<file path="src/display_reset_pkg.sv">
// constants, layout and state type for the display reset sequencer
package display_reset_pkg;
    // clock rate
    localparam int CLK_MHZ        = 50;
    // reset pin filter: pulses below the reject time never reset
    localparam int REJECT_US      = 5;
    localparam int ACCEPT_US      = 9;
    localparam int REJECT_CYC     = REJECT_US * CLK_MHZ;
    localparam int ACCEPT_CYC     = ACCEPT_US * CLK_MHZ;
    localparam int FILT_W         = 16;
    // blanking from the awake state, capped by the awake release period
    localparam int BLANK_MAX_MS   = 120;
    localparam int BLANK_MS       = 100;
    localparam int BLANK_CYC      = BLANK_MS * 1000 * CLK_MHZ;
    localparam int BLANK_W        = 24;
    // release period limits, sleep and awake
    localparam int REL_SLEEP_MS   = 5;
    localparam int REL_AWAKE_MS   = 120;
    localparam int REL_SLEEP_CYC  = REL_SLEEP_MS * 1000 * CLK_MHZ;
    localparam int REL_AWAKE_CYC  = REL_AWAKE_MS * 1000 * CLK_MHZ;
    // non-volatile image: ids, common electrode level, settings
    localparam int NVM_WORDS      = 5;
    localparam int NVM_WORD_W     = 8;
    localparam int NVM_ADDR_W     = 3;
    localparam int NVM_ID0        = 0;
    localparam int NVM_ID1        = 1;
    localparam int NVM_ID2        = 2;
    localparam int NVM_COMMON_ELECTRODE_LEVEL       = 3;
    localparam int NVM_SETTINGS   = 4;
    localparam logic [NVM_ADDR_W-1:0] NVM_ADDR_ZERO = 3'h0;
    localparam logic [NVM_ADDR_W-1:0] NVM_ADDR_ONE  = 3'h1;
    localparam logic [NVM_WORD_W-1:0] NVM_RESET_VAL = 8'h00;

    typedef enum logic [2:0] {
        ST_RUN,
        ST_BLANK,
        ST_HOLD,
        ST_LOAD_REQ,
        ST_LOAD_WAIT
    } seq_state_t;
endpackage : display_reset_pkg

</file>
<file path="src/reset_pin_filter.sv">
// spike filter for the active-low hardware reset pin
`timescale 1ns/10ps
`default_nettype none
module reset_pin_filter
    import display_reset_pkg::*;
#(
    parameter int unsigned SETTLE_CYC = REJECT_CYC
) (
    // clock and reset
    input  wire logic clk_sys,
    input  wire logic rstn,
    input  wire logic clk_en,
    // pin and filtered level
    input  wire logic hw_reset_low_pin,
    output var  logic reset_held
);
    localparam logic [FILT_W-1:0] LAST = FILT_W'(SETTLE_CYC - 1);
    localparam logic [FILT_W-1:0] ZERO = 16'h0000;

    logic [FILT_W-1:0] cnt;
    logic              differs;

    // pin disagrees with the filtered level
    assign differs = (~hw_reset_low_pin) != reset_held;

    // level must hold for the settle time in either direction, so a short
    // spike neither starts a reset nor ends one that is in progress
    always_ff @(posedge clk_sys) begin
        if (!rstn) begin
            cnt        <= ZERO;
            reset_held <= 1'b0;
        end else if (clk_en) begin
            if (!differs) begin
                cnt <= ZERO;
            end else if (cnt == LAST) begin
                cnt        <= ZERO;
                reset_held <= ~reset_held;
            end else begin
                cnt <= cnt + 16'h0001;
            end
        end
    end
endmodule : reset_pin_filter
`default_nettype wire

</file>
<file path="src/display_reset_sequencer.sv">
// hardware reset sequencer: filter, blanking, defaults and image load
`timescale 1ns/10ps
`default_nettype none
module display_reset_sequencer
    import display_reset_pkg::*;
#(
    parameter int unsigned BLANK_CYCLES = BLANK_CYC,
    parameter int unsigned FILTER_CYC   = REJECT_CYC,
    parameter int unsigned WORDS        = NVM_WORDS
) (
    // clock, reset, enable
    input  wire logic                          clk_sys,
    input  wire logic                          rstn,
    input  wire logic                          clk_en,
    // reset pin and controller mode
    input  wire logic                          hw_reset_low_pin,
    input  wire logic                          awake_mode,
    // non-volatile memory read port
    output var  logic                          nvm_rd,
    output var  logic [NVM_ADDR_W-1:0]         nvm_addr,
    input  wire logic [NVM_WORD_W-1:0]         nvm_rdata,
    input  wire logic                          nvm_rvalid,
    // status toward the controller
    output var  logic                          display_blank,
    output var  logic                          in_reset,
    output var  logic                          defaults_load,
    output var  logic                          config_ready,
    output var  logic [WORDS*NVM_WORD_W-1:0]   nvm_image
);
    import display_reset_pkg::*;

    // counter end points, cut to the counter widths
    localparam logic [BLANK_W-1:0] BLANK_LAST = BLANK_W'(BLANK_CYCLES - 1);
    localparam logic [BLANK_W-1:0] BLANK_ZERO = 24'h000000;
    localparam logic [NVM_ADDR_W-1:0] ADDR_LAST = NVM_ADDR_W'(WORDS - 1);

    // sequencer state, filtered pin, blanking timer and word strobe
    seq_state_t               state;
    seq_state_t               next_state;
    logic                     reset_held;
    logic [BLANK_W-1:0]       blank_cnt;
    logic                     capture;

    // true when a returned word belongs to image slot idx
    function automatic logic slot_hit(input logic [NVM_ADDR_W-1:0] addr,
                                      input int idx);
        slot_hit = (addr == NVM_ADDR_W'(idx));
    endfunction : slot_hit

    // true on the final word of the image
    function automatic logic last_word(input logic [NVM_ADDR_W-1:0] addr);
        last_word = (addr == ADDR_LAST);
    endfunction : last_word

    // true when the display is live and configured
    function automatic logic is_run(input seq_state_t s);
        is_run = (s == ST_RUN);
    endfunction : is_run

    // pin filter: accepts at the reject threshold, so pulses between the
    // two limits also start a reset; release is filtered the same way,
    // so the load begins one settle time after the pin goes high, or at the end of awake blanking if later, and a
    // spike on either side of a held reset is lost in the filter
    reset_pin_filter #(
        .SETTLE_CYC       (FILTER_CYC)
    ) u_filter (
        .clk_sys          (clk_sys),
        .rstn             (rstn),
        .clk_en           (clk_en),
        .hw_reset_low_pin (hw_reset_low_pin),
        .reset_held       (reset_held)
    );

    // a word counts only while one is awaited; stray strobes are dropped
    assign capture = (state == ST_LOAD_WAIT) && nvm_rvalid;

    // sequencing; an accepted reset pre-empts any load in progress
    //   run        display live, image loaded, ready
    //   blank      awake reset only: timed blanking before the defaults
    //   hold       defaults taken; waits for a settled pin release
    //   load req   one word asked of the memory
    //   load wait  word in flight; a reset here returns to hold
    // every abort restarts the load from word zero, so a half written
    // image never reaches the controller as ready; there is no memory
    // timeout, a memory that never answers keeps the display blank
    always_comb begin
        next_state = state;
        unique case (state)
            ST_RUN: begin
                if (reset_held) begin
                    // sleep mode is already blank, so skip the timed blanking
                    next_state = awake_mode ? ST_BLANK : ST_HOLD;
                end
            end
            ST_BLANK: begin
                // a release during blanking waits for its end
                if (blank_cnt == BLANK_LAST) begin
                    next_state = ST_HOLD;
                end
            end
            ST_HOLD: begin
                // the pin must read high for the settle time first
                if (!reset_held) begin
                    next_state = ST_LOAD_REQ;
                end
            end
            ST_LOAD_REQ: begin
                if (reset_held) begin
                    next_state = ST_HOLD;
                end else begin
                    next_state = ST_LOAD_WAIT;
                end
            end
            ST_LOAD_WAIT: begin
                // a new reset wins over a word arriving in the same cycle
                if (reset_held) begin
                    next_state = ST_HOLD;
                end else if (nvm_rvalid) begin
                    next_state = last_word(nvm_addr) ? ST_RUN
                                                     : ST_LOAD_REQ;
                end
            end
        endcase
    end

    // state register; out of reset the sequencer holds, so a full image
    // load follows every controller reset
    always_ff @(posedge clk_sys) begin
        if (!rstn) begin
            state <= ST_HOLD;
        end else if (clk_en) begin
            state <= next_state;
        end
    end

    // blanking timer; the blank length is kept below the awake release
    // limit so the image load still fits inside that period; the count
    // clears on leaving blank, so a later reset blanks in full
    always_ff @(posedge clk_sys) begin
        if (!rstn) begin
            blank_cnt <= BLANK_ZERO;
        end else if (clk_en) begin
            if (state == ST_BLANK) begin
                blank_cnt <= blank_cnt + 24'h000001;
            end else begin
                blank_cnt <= BLANK_ZERO;
            end
        end
    end

    // memory read requests walk the image from word zero; the address
    // stands from the request until its word returns
    always_ff @(posedge clk_sys) begin
        if (!rstn) begin
            nvm_rd   <= 1'b0;
            nvm_addr <= NVM_ADDR_ZERO;
        end else if (clk_en) begin
            nvm_rd <= (next_state == ST_LOAD_REQ);
            if (state == ST_HOLD) begin
                nvm_addr <= NVM_ADDR_ZERO;
            end else if (capture && !last_word(nvm_addr)) begin
                nvm_addr <= nvm_addr + NVM_ADDR_ONE;
            end
        end
    end

    // image slots: ids, electrode level, settings; each slot takes only
    // the word whose address matches, so a late word cannot land twice
    genvar gi;
    generate
        for (gi = 0; gi < WORDS; gi++) begin : g_slot
            always_ff @(posedge clk_sys) begin
                if (!rstn) begin
                    nvm_image[gi*NVM_WORD_W +: NVM_WORD_W] <= NVM_RESET_VAL;
                end else if (clk_en) begin
                    if (capture && slot_hit(nvm_addr, gi)) begin
                        nvm_image[gi*NVM_WORD_W +: NVM_WORD_W] <=
                            nvm_rdata;
                    end
                end
            end
        end
    endgenerate

    // blanking and reset status, registered from the next state so they
    // change on the same edge as the state register
    always_ff @(posedge clk_sys) begin
        if (!rstn) begin
            display_blank <= 1'b1;
            in_reset      <= 1'b1;
        end else if (clk_en) begin
            display_blank <= !is_run(next_state);
            in_reset      <= !is_run(next_state);
        end
    end

    // one pulse as the hold phase is entered, after any blanking; a load
    // aborted by a new reset gives a fresh pulse
    always_ff @(posedge clk_sys) begin
        if (!rstn) begin
            defaults_load <= 1'b0;
        end else if (clk_en) begin
            defaults_load <= (next_state == ST_HOLD) &&
                             (state != ST_HOLD);
        end
    end

    // ready only once the last word is in; the host must still keep its
    // own wait times after release
    always_ff @(posedge clk_sys) begin
        if (!rstn) begin
            config_ready <= 1'b0;
        end else if (clk_en) begin
            config_ready <= is_run(next_state);
        end
    end
endmodule : display_reset_sequencer
`default_nettype wire

</file>
<file path="config.mk">
export PLATFORM = sky130hd
export DESIGN_NAME = display_reset_sequencer
export DESIGN_NICKNAME = d
export VERILOG_FILES = /design/src/display_reset_pkg.sv /design/src/reset_pin_filter.sv /design/src/display_reset_sequencer.sv
export SDC_FILE = /design/constraint.sdc
export NUM_CORES = 1
export LEC_CHECK = 0
export BUFFER_PORTS_ARGS = -buffer_cell sky130_fd_sc_hd__buf_2
export CAP_MARGIN = 15
export CORE_MARGIN = 5
export CORE_UTILIZATION = 50
export CTS_CLUSTER_SIZE = 28
export DETAILED_ROUTE_END_ITERATION = 12
export PLACE_DENSITY = 0.76
export SYNTH_ARGS = -nofsm -noshare
export SYNTH_HDL_FRONTEND = slang
export SYNTH_SLANG_ARGS = --single-unit
</file>
<file path="constraint.sdc">
create_clock -name clk_sys -period 3.8 [get_ports clk_sys]
set_input_delay 0.19 -clock clk_sys [delete_from_list [all_inputs] [get_ports clk_sys]]
set_output_delay 0.19 -clock clk_sys [all_outputs]
set_load 0.02 [all_outputs]
</file>
==> impl_results.md <==
* Status: finished clean
* Static Leak at roughly 1.8 nW
* Largest area contributor in the netlist: dfxtp_1
* # diodes at 0
* Total core area at 0.008134 mm2
* Syn avg cell area at 9.337 um2
* Critical path endpoint category: flip-flop
* H-tree Lvls at 3
* Max_slew headroom at 46.50%
* Vias at around 3.1k
* CP Launch Type: flip-flop
* Power per cell area at between 300 and 400 mW/mm2
* Worst Skew at 0.01275 ns
* Design Area, Final at 0.004727 mm2
* Die X at 101.0 um
* Placer congestion estimate at between 0.8 and 0.9
* WL final at 8.323 mm
* Final min period at around 2.0 ns
* Worst hold start: nvm_rdata[1]
* Ports at 62
* Via density per instance at between 5 and 6
* First-pass DRT Iterations at 4
* Post-CTS sizing at 0
* Min-delay worst type: in2reg
* Largest net degree at the start of global routing at around 60
* Sw power at 0.0004164 W
* EDFF count, synth at 0
* Commonest non-fill, non-tap cell in the layout: dfxtp_1
* Synth warn at 0
* Worst R2R End: nvm_image[18]$_SDFFE_PN0P_
* Seq cells post-synth at 91
* RSZ-0062 raised after global routing: false
* Post-synth ARST share at 0%
* Dpl cell area at ~0.0045 mm2
* Post-DRT Antenna Nets at 0
* Port bufs at 61
* Fin nets at 520
* Setup-failing EPs final at 0
* Grt total ovfl at 0
* DP HPWL at just under 6 mm
* Comb power frac at 5.6%
* Gate Count Post-Synth at 443
* Worst hold slack at 0.1698 ns
* Crit path required time at 4.05 ns
* Hold worst-path end: nvm_image[17]$_SDFFE_PN0P_
* Synth top area share at 44.04%
* FP Rows at 33
* Internal power at ~0.0014 W
* Worst Tran Pin Value at between 0.8 and 0.9 ns
* Die area at 0.01019 mm2
* Most frequent cells in the layout: dfxtp_1, buf_2, nor2_1
* Slew Viols, Final at 0
* R2r startpoint: state[2]$_SDFFE_PN0P_
* DRT iter0 DRCs at 142
* Mapped cell area at 0.004136 mm2
* Final Util at approximately three fifths
* Placed insts at 592
* Share of cells above drive strength 1 at 17.89%
* CTS max path bufs at 2
* Clk_lat worst skew at approximately 0.35 ns
* Final hold violations at 0
* Global-route wire length before repair at 14.23 mm
* Synth Net Count at 465
* CTS Sinks at 91
* Worst R2R Setup Slack at about 1.8 ns
* Sequential cell fraction of total power at 54.2%
* CTS tree: built
* TritonCTS buffer count at 9
* Die height at ~100 um
* Final Cycle Share at 51.95%
* Routed len/inst at roughly 14 um
* MaxCap Viol Count at 0
* Root Buffer: clkbuf_8
* Initial Util at 50.85%
* Cts hold-fix bufs at 0
* Sw Share at 23.23%
* Hold Path Stages at 3
* Area growth, synth to finish at 14.28%
* DRC violations left at 0
* Finished Layout Cells at 608
* Achievable clock frequency at 506.5 MHz
* Top_reg_cell synth: dfxtp_1
* Reg2Reg Depth at 5
* Initial antenna violation count at 0
* Vias in the first global route at 3066
* Kind of critical path: reg2reg
* Clock slew seen by the registers of the worst setup and hold paths at 0.09 ns
* Postcts setup bufs at 0
* Library cells used by synthesis at 51
* CP Max Fanout at 15
* CP arrival at 2.23 ns
* Area contributors post-synth: dfxtp_1, mux2i_1, nor2b_1, nor2_1, xnor2_1
* Register area share after synthesis at 44.04%
* Final setup TNS at 0 ns
* Clk pwr share at 40.2%
* Total GRT Usage at 17.23%
* Peak VDD IR at 0.1791 mV
## cells in the mapped netlist, drive strengths merged, types with 4 or more instances
library cell and instances:
dfxtp 91, nor2 52, nor2b 47, mux2i 42
nand2 18, xnor2 18, xor2 17, nand3 15
inv 13, nand4 12, clkbuf 11, and3 9
nor3 9, o21ai 9, buf 8, ha 8
nor3b 7, and2 6, nor4 6, nand2b 5
a21boi 4, a21oi 4
## worst max-delay path, cell delays in order, from the launching register on
cell and delay, ns:
dfxtp_1 0.55, and3b_1 0.31, and3_1 0.20, and2_1 0.48
mux2i_1 0.27, nor2b_1 0.07
## layout make-up
| class | instances | area (um2) |
|---|---|---|
| Fill cell | 679 | 3407 |
| Multi-Input combinational cell | 319 | 2180 |
| Sequential cell | 91 | 1822 |
| Timing Repair Buffer | 63 | 320.3 |
| Tap cell | 105 | 131.4 |
| Clock buffer | 9 | 123.9 |
| Clock inverter | 7 | 97.59 |
| Inverter | 14 | 52.55 |
## state kept, by name, summed over array words and instances, names as in the netlist
signal               cells
nvm_image               40
config_ready             1
defaults_load            1
nvm_addr                 3
blank_cnt               24
nvm_rd                   1
state                    3
u_filter.cnt            16
u_filter.reset_held      1
in_reset                 1
## power by group through the flow
stage / Combinational [W] / Clock (W) / Sequential (W)
2_1_floorplan: 0.0000732 / 0 / 0.000992
3_3_place_gp: 0.0000997 / 0 / 0.000995
3_5_place_dp: 0.000101 / 0 / 0.000995
4_1_cts: 0.000101 / 0.000741 / 0.000973
5_1_grt: 0.000112 / 0.000776 / 0.000975
6_report: 0.000100 / 0.000720 / 0.000973
## routing by layer
metal | GRT usage [%] | vias to the layer above | share of wire [%] | routed length, um
li1 | - | 1621 | - | -
met1 | 21.84 | 1449 | 44 | 3672
met2 | 28.61 | 54 | 50 | 4181
met3 | 3.114 | 10 | 3.8 | 316
met4 | 7.566 | 0 | 1.8 | 152
met5 | 0 | - | 0 | 0
## worst max-delay path by stage
stage | end | slack, ns | from | cells after the start
global route | nvm_image[15]$_SDFFE_PN0P_ | 1.63 | state[2]$_SDFFE_PN0P_ | 5
CTS | nvm_image[18]$_SDFFE_PN0P_ | 1.82 | state[2]$_SDFFE_PN0P_ | 5
detailed placement | nvm_image[18]$_SDFFE_PN0P_ | 1.75 | clk_en | 6
finish | nvm_image[18]$_SDFFE_PN0P_ | 1.83 | state[2]$_SDFFE_PN0P_ | 5
floorplan | nvm_rd$_SDFFE_PN0P_ | 1.98 | nvm_addr[0]$_SDFFE_PN0P_ | 7
global placement | nvm_image[19]$_SDFFE_PN0P_ | 1.84 | clk_en | 6
## per-stage QoR
stage	power, W	worst slack (ns)
3_5_place_dp	0.001095	1.752
6_report	0.001793	1.826
3_3_place_gp	0.001094	1.842
2_1_floorplan	0.001065	1.980
4_1_cts	0.001814	1.815
5_1_grt	0.001862	1.631
## cell families (layout without fill, tap and decap cells)
group | Yosys count | in the layout | synth area share [%]
buffers and inverters | 33 | 93 | 3.267
flip-flops | 91 | 91 | 44.04
AND/OR/NAND/NOR | 202 | 202 | 27.47
adder cells (fa/ha/maj) | 8 | 8 | 2.420
AO/OA/AOI/OAI | 32 | 32 | 5.233
multiplexers | 42 | 42 | 10.16
XOR/XNOR | 35 | 35 | 7.411
Power figures use the tool's default switching activity.
